**config.mk**
```make
export PLATFORM = sky130hd
export DESIGN_NAME = pwm_timer_control
export DESIGN_NICKNAME = d
export VERILOG_FILES = /design/src/pwm_timer_pkg.sv /design/src/pwm_timer_control.sv /design/src/timer_channel.sv
export SDC_FILE = /design/constraint.sdc
export NUM_CORES = 1
export LEC_CHECK = 0
export BUFFER_PORTS_ARGS = -buffer_cell sky130_fd_sc_hd__buf_2
export CORE_UTILIZATION = 56
export CTS_CLUSTER_DIAMETER = 60
export CTS_CLUSTER_SIZE = 24
export DETAILED_ROUTE_END_ITERATION = 6
export GPL_ROUTABILITY_DRIVEN = 1
export PLACE_DENSITY = 0.77
export SLEW_MARGIN = 10
export SYNTH_ARGS = -nofsm -noshare
export SYNTH_HDL_FRONTEND = slang
export SYNTH_SLANG_ARGS = --single-unit
export TNS_END_PERCENT = 100
```
**constraint.sdc**
```tcl
create_clock -name I_CLK -period 3.7 [get_ports I_CLK]
set_clock_uncertainty 0.1 [all_clocks]
set_input_delay 0.925 -clock I_CLK [delete_from_list [all_inputs] [get_ports I_CLK]]
set_output_delay 0.925 -clock I_CLK [all_outputs]
set_load 0.02 [all_outputs]
```
**src/pwm_timer_pkg.sv**
```systemverilog
package pwm_timer_pkg;

   // ==========================================================
   // sizes
   localparam int NUM_TIMERS = 5;
   localparam int NUM_OUT = 4;            // timers with an output pin
   localparam int CNT_W = 16;
   localparam int PRE_W = 8;
   localparam int SEL_W = 4;
   localparam logic [2:0] T4 = 3'h4;      // timer without compare
   localparam logic [4:0] TIMER_GROUP = 5'b1_1100; // prescaler per timer

   // ==========================================================
   // register byte addresses
   localparam logic [31:0] ADDR_CFG0 = 32'h5100_0000;
   localparam logic [31:0] ADDR_CFG1 = 32'h5100_0004;
   localparam logic [31:0] ADDR_CTL = 32'h5100_0008;
   localparam logic [4:0][31:0] ADDR_CNT_BUF = {32'h5100_003C,
      32'h5100_0030, 32'h5100_0024, 32'h5100_0018, 32'h5100_000C};
   // timer 4 has no compare buffer; a hit on its slot is discarded
   localparam logic [4:0][31:0] ADDR_CMP_BUF = {32'h0000_0000,
      32'h5100_0034, 32'h5100_0028, 32'h5100_001C, 32'h5100_0010};
   localparam logic [4:0][31:0] ADDR_OBS = {32'h5100_0040,
      32'h5100_0038, 32'h5100_002C, 32'h5100_0020, 32'h5100_0014};

   // ==========================================================
   // reset values and writable-bit masks
   localparam logic [31:0] RESET_WORD = 32'h0000_0000;
   localparam logic [15:0] RESET_HALF = 16'h0000;
   localparam logic [31:0] MASK_CFG = 32'h00FF_FFFF;
   localparam logic [31:0] MASK_CTL = 32'h007F_FF1F; // [7:5] reserved

   // ==========================================================
   // field positions
   localparam int PRE0_LSB = 0;
   localparam int PRE1_LSB = 8;
   localparam int DZ_LSB = 16;
   localparam int DMA_LSB = 20;
   localparam int DZ_EN_BIT = 4;
   localparam logic [4:0][4:0] CTL_BASE = {5'h14, 5'h10, 5'h0C,
      5'h08, 5'h00};
   localparam logic [4:0] OFS_START = 5'h00;
   localparam logic [4:0] OFS_MANUAL = 5'h01;
   localparam logic [4:0] OFS_INV = 5'h02;
   localparam logic [4:0] OFS_AR = 5'h03;
   localparam logic [4:0] OFS_T4_AR = 5'h02;

   // ==========================================================
   // divider select codes and counter masks
   localparam logic [3:0] DIV_SEL_2 = 4'h0;
   localparam logic [3:0] DIV_SEL_4 = 4'h1;
   localparam logic [3:0] DIV_SEL_8 = 4'h2;
   localparam logic [3:0] DIV_MASK_2 = 4'h1;
   localparam logic [3:0] DIV_MASK_4 = 4'h3;
   localparam logic [3:0] DIV_MASK_8 = 4'h7;
   localparam logic [3:0] DIV_MASK_16 = 4'hF;
   localparam logic [3:0] DMA_SEL_NONE = 4'h0;

   // ==========================================================
   // small constants
   localparam logic [15:0] CNT_ONE = 16'h0001;
   localparam logic [7:0] BYTE_ZERO = 8'h00;
   localparam logic [7:0] BYTE_ONE = 8'h01;
   localparam logic [3:0] NIB_ONE = 4'h1;

   // ==========================================================
   // carriers
   typedef struct packed {
      logic start;
      logic manual_update;
      logic auto_reload;
      logic invert;
   } chan_ctrl_t;

   typedef struct packed {
      logic [CNT_W-1:0] count;
      logic [CNT_W-1:0] compare;
   } chan_buf_t;

   typedef enum logic [1:0] {
      DMA_IDLE = 2'b01,
      DMA_PEND = 2'b10
   } dma_state_t;

endpackage

```
**src/pwm_timer_control.sv**
```systemverilog
`timescale 1ns/1ps
// ==========================================================
// five-channel timer: registers, clock division, dead zone, DMA
module pwm_timer_control (
   input wire logic I_CLK,
   input wire logic I_RESET,
   input wire logic I_PSEL,
   input wire logic I_PENABLE,
   input wire logic I_PWRITE,
   input wire logic [31:0] I_PADDR,
   input wire logic [31:0] I_PWDATA,
   output logic [31:0] O_PRDATA,
   output logic O_PREADY,
   output logic O_PSLVERR,
   input wire logic I_DMA_ACK,
   output logic O_DMA_REQUEST_N,
   output logic [4:0] O_INT_REQUEST,
   output logic [3:0] O_TIMER_OUTPUT,
   output logic O_TIMER0_OUTPUT_COMPLEMENT
);

   // ==========================================================
   // functions
   // looks up an address in a per-timer table: {hit, index}
   function automatic logic [3:0] lookup(input logic [31:0] addr,
      input logic [4:0][31:0] table_in);
      lookup = 4'h0;
      for (int i = 0; i < pwm_timer_pkg::NUM_TIMERS; i++) begin
         if (table_in[i] == addr) begin
            lookup = {1'b1, 3'(i)};
         end
      end
   endfunction

   // pulls one timer's control bits out of the control register
   function automatic pwm_timer_pkg::chan_ctrl_t ctl_of(
      input logic [31:0] ctl, input int idx);
      logic [4:0] b;
      b = pwm_timer_pkg::CTL_BASE[idx];
      ctl_of.start = ctl[b + pwm_timer_pkg::OFS_START];
      ctl_of.manual_update = ctl[b + pwm_timer_pkg::OFS_MANUAL];
      if (idx == int'(pwm_timer_pkg::T4)) begin
         // timer 4 has no inverter; auto-reload sits one lower
         ctl_of.invert = 1'b0;
         ctl_of.auto_reload = ctl[b + pwm_timer_pkg::OFS_T4_AR];
      end else begin
         ctl_of.invert = ctl[b + pwm_timer_pkg::OFS_INV];
         ctl_of.auto_reload = ctl[b + pwm_timer_pkg::OFS_AR];
      end
   endfunction

   // divider select to counter mask; codes 0011 and above act as 1/16
   function automatic logic [3:0] div_mask(input logic [3:0] sel);
      case (sel)
         pwm_timer_pkg::DIV_SEL_2: div_mask = pwm_timer_pkg::DIV_MASK_2;
         pwm_timer_pkg::DIV_SEL_4: div_mask = pwm_timer_pkg::DIV_MASK_4;
         pwm_timer_pkg::DIV_SEL_8: div_mask = pwm_timer_pkg::DIV_MASK_8;
         default: div_mask = pwm_timer_pkg::DIV_MASK_16;
      endcase
   endfunction

   // ==========================================================
   // declarations
   logic [31:0] cfg0_reg, cfg0_next; // prescaler_deadzone_config
   logic [31:0] cfg1_reg, cfg1_next; // divider_dma_select_config
   logic [31:0] ctl_reg, ctl_next; // timer_control
   pwm_timer_pkg::chan_buf_t buf_reg [5]; // count/compare buffers
   pwm_timer_pkg::chan_buf_t buf_next [5];
   logic [31:0] prdata_reg, prdata_next; // apb read data
   logic pready_reg, pready_next; // apb ready, one wait state
   logic pslverr_reg, pslverr_next; // unmapped address answer
   logic [31:0] rd_data; // read mux result
   logic rd_hit; // address is mapped
   logic access; // apb access phase
   logic fire; // write commits at this edge
   logic [3:0] hit_cnt, hit_cmp, hit_obs; // table lookups
   logic [7:0] pre_cnt_reg [2], pre_cnt_next [2]; // prescalers
   logic [1:0] pre_tick_reg, pre_tick_next; // prescaler outputs
   logic [3:0] div_cnt_reg [5], div_cnt_next [5]; // dividers
   logic [4:0] timer_tick; // per-timer tick
   pwm_timer_pkg::chan_ctrl_t chan_ctrl [5]; // decoded control
   logic [pwm_timer_pkg::CNT_W-1:0] chan_count [5]; // observed
   logic [4:0] chan_level; // raw output levels
   logic [4:0] chan_zero; // reach-zero events
   logic [3:0] lvl; // levels after inverter
   logic [7:0] dz_cnt_reg, dz_cnt_next; // dead-zone gap counter
   logic dz_prev_reg, dz_prev_next; // last timer 0 level
   logic gap_done; // no gap in progress
   logic [3:0] tout_reg, tout_next; // output pins
   logic tout_n_reg, tout_n_next; // complement pin
   logic [4:0] int_reg, int_next; // interrupt pulses
   logic [4:0] dma_mask; // channel picked for DMA
   logic [3:0] dma_sel; // DMA select field
   pwm_timer_pkg::dma_state_t dma_state_reg, dma_state_next;
   logic dma_n_reg, dma_n_next; // request pin, active low

   // ==========================================================
   // apb decode and read mux
   assign access = I_PSEL && I_PENABLE;
   assign fire = access && I_PWRITE && pready_reg;
   assign hit_cnt = lookup(I_PADDR, pwm_timer_pkg::ADDR_CNT_BUF);
   assign hit_cmp = lookup(I_PADDR, pwm_timer_pkg::ADDR_CMP_BUF);
   assign hit_obs = lookup(I_PADDR, pwm_timer_pkg::ADDR_OBS);

   always_comb begin
      rd_data = pwm_timer_pkg::RESET_WORD;
      rd_hit = 1'b1;
      case (I_PADDR)
         pwm_timer_pkg::ADDR_CFG0: rd_data = cfg0_reg;
         pwm_timer_pkg::ADDR_CFG1: rd_data = cfg1_reg;
         pwm_timer_pkg::ADDR_CTL: rd_data = ctl_reg;
         default: begin
            // buffers read back what was written, not the counter
            if (hit_cnt[3]) begin
               rd_data = {16'h0000, buf_reg[hit_cnt[2:0]].count};
            end else if (hit_cmp[3] && hit_cmp[2:0] != pwm_timer_pkg::T4) begin
               rd_data = {16'h0000, buf_reg[hit_cmp[2:0]].compare};
            end else if (hit_obs[3]) begin
               rd_data = {16'h0000, chan_count[hit_obs[2:0]]};
            end else begin
               rd_hit = 1'b0;
            end
         end
      endcase
   end

   // ==========================================================
   // apb answer: ready one cycle into the access phase
   always_comb begin
      pready_next = access && !pready_reg;
      prdata_next = prdata_reg;
      pslverr_next = 1'b0;
      if (access && !pready_reg) begin
         prdata_next = I_PWRITE ? pwm_timer_pkg::RESET_WORD : rd_data;
         pslverr_next = !rd_hit;
      end
   end

   // ==========================================================
   // register writes; reserved bits are dropped
   always_comb begin
      cfg0_next = cfg0_reg;
      cfg1_next = cfg1_reg;
      ctl_next = ctl_reg;
      for (int i = 0; i < pwm_timer_pkg::NUM_TIMERS; i++) begin
         buf_next[i] = buf_reg[i];
      end
      if (fire) begin
         case (I_PADDR)
            pwm_timer_pkg::ADDR_CFG0: begin
               cfg0_next = I_PWDATA & pwm_timer_pkg::MASK_CFG;
            end
            pwm_timer_pkg::ADDR_CFG1: begin
               cfg1_next = I_PWDATA & pwm_timer_pkg::MASK_CFG;
            end
            pwm_timer_pkg::ADDR_CTL: begin
               ctl_next = I_PWDATA & pwm_timer_pkg::MASK_CTL;
            end
            default: begin
               if (hit_cnt[3]) begin
                  buf_next[hit_cnt[2:0]].count = I_PWDATA[15:0];
               end
               if (hit_cmp[3] && hit_cmp[2:0] != pwm_timer_pkg::T4) begin
                  buf_next[hit_cmp[2:0]].compare = I_PWDATA[15:0];
               end
            end
         endcase
      end
   end

   // ==========================================================
   // prescalers: one tick every (value + 1) clocks
   always_comb begin
      for (int g = 0; g < 2; g++) begin
         pre_cnt_next[g] = pre_cnt_reg[g] + pwm_timer_pkg::BYTE_ONE;
         pre_tick_next[g] = 1'b0;
         if (pre_cnt_reg[g] >= (g == 0
               ? cfg0_reg[pwm_timer_pkg::PRE0_LSB +: pwm_timer_pkg::PRE_W]
               : cfg0_reg[pwm_timer_pkg::PRE1_LSB +: pwm_timer_pkg::PRE_W])) begin
            // >= also recovers when the value shrinks mid-count
            pre_cnt_next[g] = pwm_timer_pkg::BYTE_ZERO;
            pre_tick_next[g] = 1'b1;
         end
      end
   end

   // ==========================================================
   // dividers: free-running, so the first tick after start may
   // come early by up to one divider period
   always_comb begin
      for (int i = 0; i < pwm_timer_pkg::NUM_TIMERS; i++) begin
         div_cnt_next[i] = div_cnt_reg[i];
         if (pre_tick_reg[pwm_timer_pkg::TIMER_GROUP[i]]) begin
            div_cnt_next[i] = div_cnt_reg[i] + pwm_timer_pkg::NIB_ONE;
         end
         timer_tick[i] = pre_tick_reg[pwm_timer_pkg::TIMER_GROUP[i]]
            && ((div_cnt_reg[i] & div_mask(cfg1_reg[4*i +: 4]))
               == div_mask(cfg1_reg[4*i +: 4]));
      end
   end

   // ==========================================================
   // channels
   genvar gi;
   generate
      for (gi = 0; gi < pwm_timer_pkg::NUM_TIMERS; gi++) begin : g_ch
         assign chan_ctrl[gi] = ctl_of(ctl_reg, gi);
         timer_channel #(
            .HAS_COMPARE(gi != int'(pwm_timer_pkg::T4))
         ) u_channel (
            .i_clk(I_CLK),
            .i_reset(I_RESET),
            .i_tick(timer_tick[gi]),
            .i_ctrl(chan_ctrl[gi]),
            .i_buf(buf_reg[gi]),
            .o_count(chan_count[gi]),
            .o_level(chan_level[gi]),
            .o_zero(chan_zero[gi])
         );
      end
      for (gi = 0; gi < pwm_timer_pkg::NUM_OUT; gi++) begin : g_inv
         // inverter acts at once, even on a stopped timer
         assign lvl[gi] = chan_level[gi] ^ chan_ctrl[gi].invert;
      end
   endgenerate

   // ==========================================================
   // dead zone: on each edge of timer 0 both pins stay low for
   // the programmed number of timer 0 ticks
   always_comb begin
      dz_prev_next = lvl[0];
      dz_cnt_next = dz_cnt_reg;
      if (lvl[0] != dz_prev_reg) begin
         dz_cnt_next = cfg0_reg[pwm_timer_pkg::DZ_LSB +: 8];
      end else if (timer_tick[0] && dz_cnt_reg != pwm_timer_pkg::BYTE_ZERO) begin
         dz_cnt_next = dz_cnt_reg - pwm_timer_pkg::BYTE_ONE;
      end
      gap_done = (dz_cnt_next == pwm_timer_pkg::BYTE_ZERO);
      tout_next = lvl;
      tout_n_next = !lvl[0];
      if (ctl_reg[pwm_timer_pkg::DZ_EN_BIT]) begin
         // complement takes over the timer 1 pin while enabled
         tout_next[0] = lvl[0] && gap_done;
         tout_n_next = !lvl[0] && gap_done;
         tout_next[1] = tout_n_next;
      end
   end

   // ==========================================================
   // interrupt and DMA routing
   assign dma_sel = cfg1_reg[pwm_timer_pkg::DMA_LSB +: pwm_timer_pkg::SEL_W];
   always_comb begin
      for (int i = 0; i < pwm_timer_pkg::NUM_TIMERS; i++) begin
         // 0000 and codes above timer 4 pick no channel
         dma_mask[i] = (dma_sel == 4'(i + 1));
      end
      int_next = chan_zero & ~dma_mask;
   end

   // request stays low until acknowledged; events arriving while
   // one is pending merge into it
   always_comb begin
      dma_state_next = dma_state_reg;
      case (dma_state_reg)
         pwm_timer_pkg::DMA_IDLE: begin
            if (|(chan_zero & dma_mask)) begin
               dma_state_next = pwm_timer_pkg::DMA_PEND;
            end
         end
         pwm_timer_pkg::DMA_PEND: begin
            if (I_DMA_ACK) begin
               dma_state_next = pwm_timer_pkg::DMA_IDLE;
            end
         end
         default: dma_state_next = pwm_timer_pkg::DMA_IDLE;
      endcase
      dma_n_next = (dma_state_next != pwm_timer_pkg::DMA_PEND);
   end

   // ==========================================================
   // all state registers
   always_ff @(posedge I_CLK) begin
      if (I_RESET) begin
         cfg0_reg <= pwm_timer_pkg::RESET_WORD;
         cfg1_reg <= pwm_timer_pkg::RESET_WORD;
         ctl_reg <= pwm_timer_pkg::RESET_WORD;
         for (int i = 0; i < pwm_timer_pkg::NUM_TIMERS; i++) begin
            buf_reg[i] <= '0;
            div_cnt_reg[i] <= '0;
         end
         pre_cnt_reg[0] <= pwm_timer_pkg::BYTE_ZERO;
         pre_cnt_reg[1] <= pwm_timer_pkg::BYTE_ZERO;
         pre_tick_reg <= '0;
         prdata_reg <= pwm_timer_pkg::RESET_WORD;
         pready_reg <= 1'b0;
         pslverr_reg <= 1'b0;
         dz_cnt_reg <= pwm_timer_pkg::BYTE_ZERO;
         dz_prev_reg <= 1'b0;
         tout_reg <= '0;
         tout_n_reg <= 1'b1;
         int_reg <= '0;
         dma_state_reg <= pwm_timer_pkg::DMA_IDLE;
         dma_n_reg <= 1'b1;
      end else begin
         cfg0_reg <= cfg0_next;
         cfg1_reg <= cfg1_next;
         ctl_reg <= ctl_next;
         for (int i = 0; i < pwm_timer_pkg::NUM_TIMERS; i++) begin
            buf_reg[i] <= buf_next[i];
            div_cnt_reg[i] <= div_cnt_next[i];
         end
         pre_cnt_reg[0] <= pre_cnt_next[0];
         pre_cnt_reg[1] <= pre_cnt_next[1];
         pre_tick_reg <= pre_tick_next;
         prdata_reg <= prdata_next;
         pready_reg <= pready_next;
         pslverr_reg <= pslverr_next;
         dz_cnt_reg <= dz_cnt_next;
         dz_prev_reg <= dz_prev_next;
         tout_reg <= tout_next;
         tout_n_reg <= tout_n_next;
         int_reg <= int_next;
         dma_state_reg <= dma_state_next;
         dma_n_reg <= dma_n_next;
      end
   end

   // ==========================================================
   // outputs, each straight from a flip-flop
   assign O_PRDATA = prdata_reg;
   assign O_PREADY = pready_reg;
   assign O_PSLVERR = pslverr_reg;
   assign O_DMA_REQUEST_N = dma_n_reg;
   assign O_INT_REQUEST = int_reg;
   assign O_TIMER_OUTPUT = tout_reg;
   assign O_TIMER0_OUTPUT_COMPLEMENT = tout_n_reg;

endmodule

```
**src/timer_channel.sv**
```systemverilog
`timescale 1ns/1ps
// ==========================================================
// one down-counting timer with its working counter and compare
module timer_channel #(
   parameter bit HAS_COMPARE = 1'b1
) (
   input wire logic i_clk,
   input wire logic i_reset,
   input wire logic i_tick,
   input wire pwm_timer_pkg::chan_ctrl_t i_ctrl,
   input wire pwm_timer_pkg::chan_buf_t i_buf,
   output logic [pwm_timer_pkg::CNT_W-1:0] o_count,
   output logic o_level,
   output logic o_zero
);

   logic [pwm_timer_pkg::CNT_W-1:0] cnt_reg, cnt_next; // working counter
   logic [pwm_timer_pkg::CNT_W-1:0] cmp_reg, cmp_next; // working compare
   logic level_reg, level_next; // raw output before inverter
   logic zero_reg, zero_next; // one-cycle reach-zero event

   // ==========================================================
   // next state of counter, compare and output level
   always_comb begin
      cnt_next = cnt_reg;
      cmp_next = cmp_reg;
      zero_next = 1'b0;
      // manual update is level-sensitive: it loads on every cycle
      // while set, so software must drop it on the next write
      if (i_ctrl.manual_update) begin
         cnt_next = i_buf.count;
         if (HAS_COMPARE) begin
            cmp_next = i_buf.compare;
         end
         // timer 4 keeps its compare untouched
      end else if (i_ctrl.start && i_tick) begin
         if (cnt_reg != pwm_timer_pkg::RESET_HALF) begin
            // count down; the event marks arrival at zero
            cnt_next = cnt_reg - pwm_timer_pkg::CNT_ONE;
            zero_next = (cnt_reg == pwm_timer_pkg::CNT_ONE);
         end else if (i_ctrl.auto_reload) begin
            // reload lands one tick after reaching zero
            cnt_next = i_buf.count;
            if (HAS_COMPARE) begin
               cmp_next = i_buf.compare;
            end
         end
         // one-shot: stays at zero, timer halted
      end
      // high once the count has come down to the compare value
      level_next = HAS_COMPARE && (cnt_next <= cmp_next);
   end

   // ==========================================================
   // state registers
   always_ff @(posedge i_clk) begin
      if (i_reset) begin
         cnt_reg <= pwm_timer_pkg::RESET_HALF;
         cmp_reg <= pwm_timer_pkg::RESET_HALF;
         level_reg <= 1'b0;
         zero_reg <= 1'b0;
      end else begin
         cnt_reg <= cnt_next;
         cmp_reg <= cmp_next;
         level_reg <= level_next;
         zero_reg <= zero_next;
      end
   end

   assign o_count = cnt_reg;
   assign o_level = level_reg;
   assign o_zero = zero_reg;

endmodule
```
# After elaboration in Yosys (flattened, before gate mapping)

Memory sizes are Yosys's and may differ from the RTL's.
Index checks and enable logic that the tools add are counted.

$add $sub $neg: 13
Bitwise logic cells: 38
Multiplexer cells: 111
$lt $le $gt $ge: 11
Reductions and logical operators: 50
Equal/unequal tests: 47

Operators by type and width:

| cell                                               | count |
|---|---|
| two-way mux 160 bit                                | 6 |
| two-way mux 16 bit                                 | 42 |
| == test 31 x 32 -> 1 bit, first input constant     | 14 |
| bitwise mux 160 bit                                | 2 |
| two-way mux 32 bit                                 | 7 |
| demux 32 bit (select 3 bit)                        | 2 |
| two-way mux 4 bit                                  | 25 |
| == test 32 x 31 -> 1 bit, second input constant    | 3 |
| == test 16 x 1 -> 1 bit, second input constant     | 5 |
| nonzero test 16 bit                                | 5 |
| subtractor 16 x 1 -> 16 bit, second input constant | 5 |
| case mux 24 bit (3 select lines)                   | 1 |
| less-or-equal comparator 16 bit                    | 4 |
| case mux 4 bit (3 select lines)                    | 5 |
| binary-select mux 16 bit (select 3 bit)            | 1 |
| two-way mux 8 bit                                  | 6 |
| zero test 32 bit                                   | 1 |
| == test 4 x 2 -> 1 bit, second input constant      | 7 |
| == test 4 x 1 -> 1 bit, second input constant      | 6 |
| adder 4 x 1 -> 4 bit, second input constant        | 5 |
| AND 4 bit                                          | 5 |
| == test 4 bit                                      | 5 |
| logical AND 1 bit                                  | 20 |
| zero test 4 bit                                    | 5 |
| other kinds (30)                                   | 83 |

Register bits after elaboration: 279
Bits in writable memories: 196
Output and inout bits: 45
Logic and storage cells: 305
Memories: 3
Input port bits: 70

Memories:

| memory      | words | bits a word | rd ports | clocked after Yosys merged registers in | wr ports | line                    | RTL |
|---|---|---|---|---|---|---|---|
| buf_reg     | 5     | 32          | 7        | 0                                       | 5        | pwm_timer_control.sv:67 | `pwm_timer_pkg::chan_buf_t buf_reg [5];` |
| div_cnt_reg | 5     | 4           | 5        | 0                                       | 5        | pwm_timer_control.sv:79 | `logic [3:0] div_cnt_reg [5], div_cnt_next [5];` |
| pre_cnt_reg | 2     | 8           | 2        | 0                                       | 2        | pwm_timer_control.sv:77 | `logic [7:0] pre_cnt_reg [2], pre_cnt_next [2];` |

# Depth between registers and ports, before layout

Depth in word-level cells: 20
Depth in mapped cells: 18
Depth with buffers taken out: 17

# Cells and area by module

From an unflattened synthesis, not the netlist that was laid out.

Cell total of the unflattened synthesis: 3103
Area, all modules: 25157.9 um^2

By module, submodules not included:

| module                                 | cells an instance | instances | sequential area each (um^2) | area an instance (um^2) |
|---|---|---|---|---|
| pwm_timer_control                      | 1897              | 1         | 6286.0                      | 14925.6 |
| timer_channel at g_ch[0].u_channel ... | 262               | 4         | 680.7                       | 2239.6 |
| timer_channel at g_ch[4].u_channel     | 158               | 1         | 340.3                       | 1273.7 |

# Worst setup path after synthesis

Ideal clock, no wire load.

Path type: reg2reg
From: register g_ch[1].u_channel.cnt_reg (netlist bit g_ch[1].u_channel.o_count[8])
To: register g_ch[1].u_channel.level_reg
Library setup time: 0.074 ns
Stages on the path, launching flop included: 19
Slack: -0.092 ns
Required time: 3.526 ns
Buffers on the path: 3
Arrival: 3.618 ns
Clock period less this slack: 3.792 ns
Path through: dfxtp_1 or3_1 or4_1 clkbuf_1 nor2_4 nand2_1 o21ai_1 buf_4 buf_6 mux2i_1 ha_1 nor2b_1 o21a_1 o21a_1 o21ai_0 nand2b_1 a21oi_1 o2111ai_1 o21ai_0

Longest elaborated chain between the ends: 5
Elaborated cells on any way between the ends: 10
Those cells by class: add/sub: 1; order compare: 1; mux: 7; reduce/logical: 1

RTL lines:

| element                                                   | line                | RTL |
|---|---|---|
| from (decl)                                               | timer_channel.sv:17 | `logic [pwm_timer_pkg::CNT_W-1:0] cnt_reg, cnt_next;` |
| from (signal assigned)                                    | timer_channel.sv:58 | `cnt_reg <= pwm_timer_pkg::RESET_HALF;` |
| from (signal assigned)                                    | timer_channel.sv:63 | `cnt_reg <= cnt_next;` |
| subtractor 16 x 1 -> 16 bit, or another cell as far along | timer_channel.sv:39 | `cnt_next = cnt_reg - pwm_timer_pkg::CNT_ONE;` |
| two-way mux 16 bit                                        | timer_channel.sv:37 | `if (cnt_reg != pwm_timer_pkg::RESET_HALF) begin` |
| two-way mux 16 bit                                        | timer_channel.sv:36 | `end else if (i_ctrl.start && i_tick) begin` |
| two-way mux 16 bit                                        | timer_channel.sv:30 | `if (i_ctrl.manual_update) begin` |
| less-or-equal comparator 16 bit (*)                       | timer_channel.sv:51 | `level_next = HAS_COMPARE && (cnt_next <= cmp_next);` |
| to (signal assigned)                                      | timer_channel.sv:65 | `level_reg <= level_next;` |
| to (decl)                                                 | timer_channel.sv:19 | `logic level_reg, level_next;` |

Mark *: on every way between the ends. The rest lies on a longest branch, timed or not.
A chain may end at the register's enable or synchronous reset.

# Final worst setup path

From: register g_ch[2].u_channel.cnt_reg (netlist bit g_ch[2].u_channel.o_count[14])
To: register g_ch[2].u_channel.level_reg

Longest elaborated chain between the ends: 5
Elaborated cells on any way between the ends: 10
Those cells by class: add/sub: 1; order compare: 1; mux: 7; reduce/logical: 1

RTL lines:

| element                                        | line |
|---|---|
| from (decl)                                    | timer_channel.sv:17 |
| from (signal assigned)                         | timer_channel.sv:58 |
| from (signal assigned)                         | timer_channel.sv:63 |
| nonzero test 16 bit                            | timer_channel.sv:37 |
| two-way mux 16 bit                             | timer_channel.sv:37 |
| two-way mux 16 bit                             | timer_channel.sv:36 |
| two-way mux 16 bit                             | timer_channel.sv:30 |
| named net g_ch[2].u_channel.cnt_next (one bit) | timer_channel.sv:17 |
| less-or-equal comparator 16 bit                | timer_channel.sv:51 |
| to (signal assigned)                           | timer_channel.sv:65 |
| to (decl)                                      | timer_channel.sv:19 |

The timed path passes the listed nets, and every way through them passes these cells.

==> flow_summary.json <==
{
  "outcome": "finished clean",
  "startpoint_type": "flip-flop",
  "holdPathStages": 2,
  "worstSetupEndpointType": "flip-flop",
  "tns_ps": 0,
  "power_density_mw_per_mm2": 346,
  "synth_edf_count": 0,
  "ys_seq_elements": 451,
  "clk_pin_slew_worst_paths_ps": 80,
  "whs_ps": 349,
  "grt_pass1_wl_um": 143000,
  "relSlewSlack": 0.160,
  "die_w_um": 209,
  "setup.worst_path.end": "g_ch[2].u_channel.o_level",
  "wl_per_cell_um": 25.8,
  "hold_class": "flip-flop to flip-flop",
  "grt_use_met3": 0.105,
  "cts_tree": "yes",
  "crit_required_ps": 4090,
  "die_area_mm2": 0.0438,
  "grt_use_met2": 0.653,
  "setup_violations": 0,
  "async_flop_share": 0,
  "cts_buffers": 38,
  "hold_violations": 0,
  "seq_area_frac_synth": 0.375,
  "routed_wl_um": 98600,
  "drive_gt1_frac": 0.185,
  "r2r_slack_ps": 60,
  "worstReg2RegEnd": "g_ch[2].u_channel.o_level",
  "rows": 75,
  "cts_sinks": 451,
  "place_ws_ps": -149,
  "cp_max_fo": 5,
  "fmax_mhz": 275,
  "ant_nets": 0,
  "cp.arrival_ps": 4030,
  "drtIter0Drc": 3325,
  "period_share": 0.984,
  "drcViolationCount": 0,
  "syn_inst": 3030,
  "initial_utilization": 0.571,
  "critical-path-max-stage-delay_ps": 560,
  "fin_util": 0.682,
  "ir_drop_mv": 0.363,
  "rsz0062_at_grt": "true",
  "ys.flop_type": "dfxtp_1",
  "vias": 25085,
  "port_buffers": 98,
  "antenna_found_initial": 7,
  "routabilityCongestion": 1.05,
  "leakagePower_uw": 0.0112,
  "largest_reg_flops": 144,
  "grt_overflow": 0,
  "grt_max_degree": 113,
  "met1_usage": 0.574,
  "grt_usage": 0.435,
  "htreeDepth": 2,
  "yosys_warnings": 0,
  "place_hpwl_um": 73500,
  "syn-cell-area_mm2": 0.0241,
  "clk_root_buffer_cell": "clkbuf_16",
  "drv_cap": 0,
  "startpoint": "g_ch[2].u_channel.o_count[14]",
  "nets": 3423,
  "cpMaxStageDelayCell": "or4_4",
  "synth_cell_types": 89,
  "die_y_um": 209,
  "clock_path_buffers": 3,
  "slew_viol_final": 0,
  "crit_type": "flip-flop to flip-flop",
  "crit_chain": "or4_4 -> nor4b_4 -> nand2_2 -> nor2_4 -> nor2_2 -> o32a_1 -> o21ai_2 -> ha_1 -> nor2b_1 -> o21a_1 -> o21a_1 -> o21ai_1 -> nand2b_1 -> a21oi_2 -> o2111ai_2 -> o21ai_2",
  "reg2reg_depth": 16,
  "core-area_mm2": 0.0421,
  "drtPass1Iterations": 7,
  "timing.rr.start": "g_ch[2].u_channel.o_count[14]",
  "syn_avg_cell_area_um2": 7.94,
  "finalWorstSetupSlack_ps": 60.5,
  "viasPerCell": 6.56,
  "areaGrowthSynthToFinish_pct": 19.4,
  "cts_hold_buffers": 0,
  "tightest_slew_ps": 1260,
  "grt.busiest_layer": "met2",
  "grt_pass1_vias": 22883,
  "clk_latency_ps": 600,
  "io_pins": 115,
  "finalCriticalPeriod_ps": 3640
}
## worst max-delay path, delay by kind of cell, from the launching register on
| family | cells | cell delay (ps) |
|---|---|---|
| fa+ha+maj | 1 | 260 |
| flops | 1 | 330 |
| simple gates | 7 | 1580 |
| compound gates | 8 | 1270 |
## how the worst min path moves through the flow
stage,startpoint,to,slack (ps)
6_report,g_ch[4].u_channel.o_zero,O_INT_REQUEST[4],350
5_1_grt,g_ch[4].u_channel.o_zero,O_INT_REQUEST[4],370
4_1_cts,g_ch[4].u_channel.o_zero,O_INT_REQUEST[4],340
3_5_place_dp,g_ch[4].u_channel.o_zero,O_INT_REQUEST[4],330
3_3_place_gp,g_ch[1].u_channel.o_zero,O_INT_REQUEST[1],330
2_1_floorplan,g_ch[4].u_channel.o_zero,O_INT_REQUEST[4],310
## area by class of cell
cell class	count	area, µm²
multi-input cells	2322	14500
fillers	3507	13400
flip-flops and latches	451	9030
repair buffers	379	2860
clock buffers	42	1010
well taps	539	674
clock inverters	27	410
inverters	60	225
diodes	5	12.5
## Yosys cell counts (28+ instances only)
master,instances,area share
inv_1,60,0.0094
nand2_1,515,0.080
nor2_1,283,0.044
nand3_1,77,0.016
ha_1,101,0.053
o22ai_1,34,0.0088
a21o_1,28,0.0087
o21ai_0,116,0.024
a21oi_1,356,0.074
dfxtp_1,451,0.38
clkbuf_1,159,0.025
nand4_1,32,0.0083
nor3_1,69,0.014
mux2i_1,159,0.066
and2_1,63,0.016
## layout by cell type, fill, tap and decap left out, types with 40 or more instances in the layout
cell,count
inv_1,59
nand3_1,76
o21ai_0,94
clkbuf_16,40
nand2_1,513
ha_1,94
mux2i_1,149
and2_1,62
nor3_1,64
nor2_1,276
buf_2,97
dfxtp_1,447
a21oi_1,343
buf_4,254
## layer usage
| metal | routed length (µm) | vias up |
|---|---|---|
| met5 | 25 | - |
| met4 | 6430 | 4 |
| met3 | 11700 | 334 |
| met2 | 42400 | 1538 |
| met1 | 38000 | 11987 |
| li1 | - | 11222 |
## where the power goes
part | leakage (µW) | switching, µW | internal [µW]
combinational | 0.00686 | 360 | 135
clock | 0.000678 | 2210 | 2340
sequential | 0.00364 | 32.2 | 4880
total | 0.0112 | 2610 | 7350
## kinds of logic (layout without fill, tap and decap cells)
kind of cell             after synthesis  count (layout)  share of synthesized area
buffers and inverters                264             508                     0.0450
flip-flops                           451             451                      0.375
other                                  1              13                   0.000156
AND/OR/NAND/NOR                     1226            1226                      0.239
AO/OA/AOI/OAI                        770             770                      0.198
XOR/XNOR                              40              40                     0.0149
multiplexers                         177             177                     0.0746
adder cells (fa/ha/maj)              101             101                     0.0525
## repair_timing
action,in CTS,in global routing
buffers inserted,0,27
pin swaps,1,57
gates cloned,0,1
gates resized for setup,15,122
endpoints found under the setup margin,4,4
## stage by stage
stage	cells	cell area [µm²]	power, µW
after floorplan	3037	24100	5280
after global placement	3724	26500	5480
after detailed placement	3724	26500	5490
after CTS	3793	28000	9940
after global routing	3820	28700	10200
final	3825	28700	9960
(Power assumes the default switching activity.)
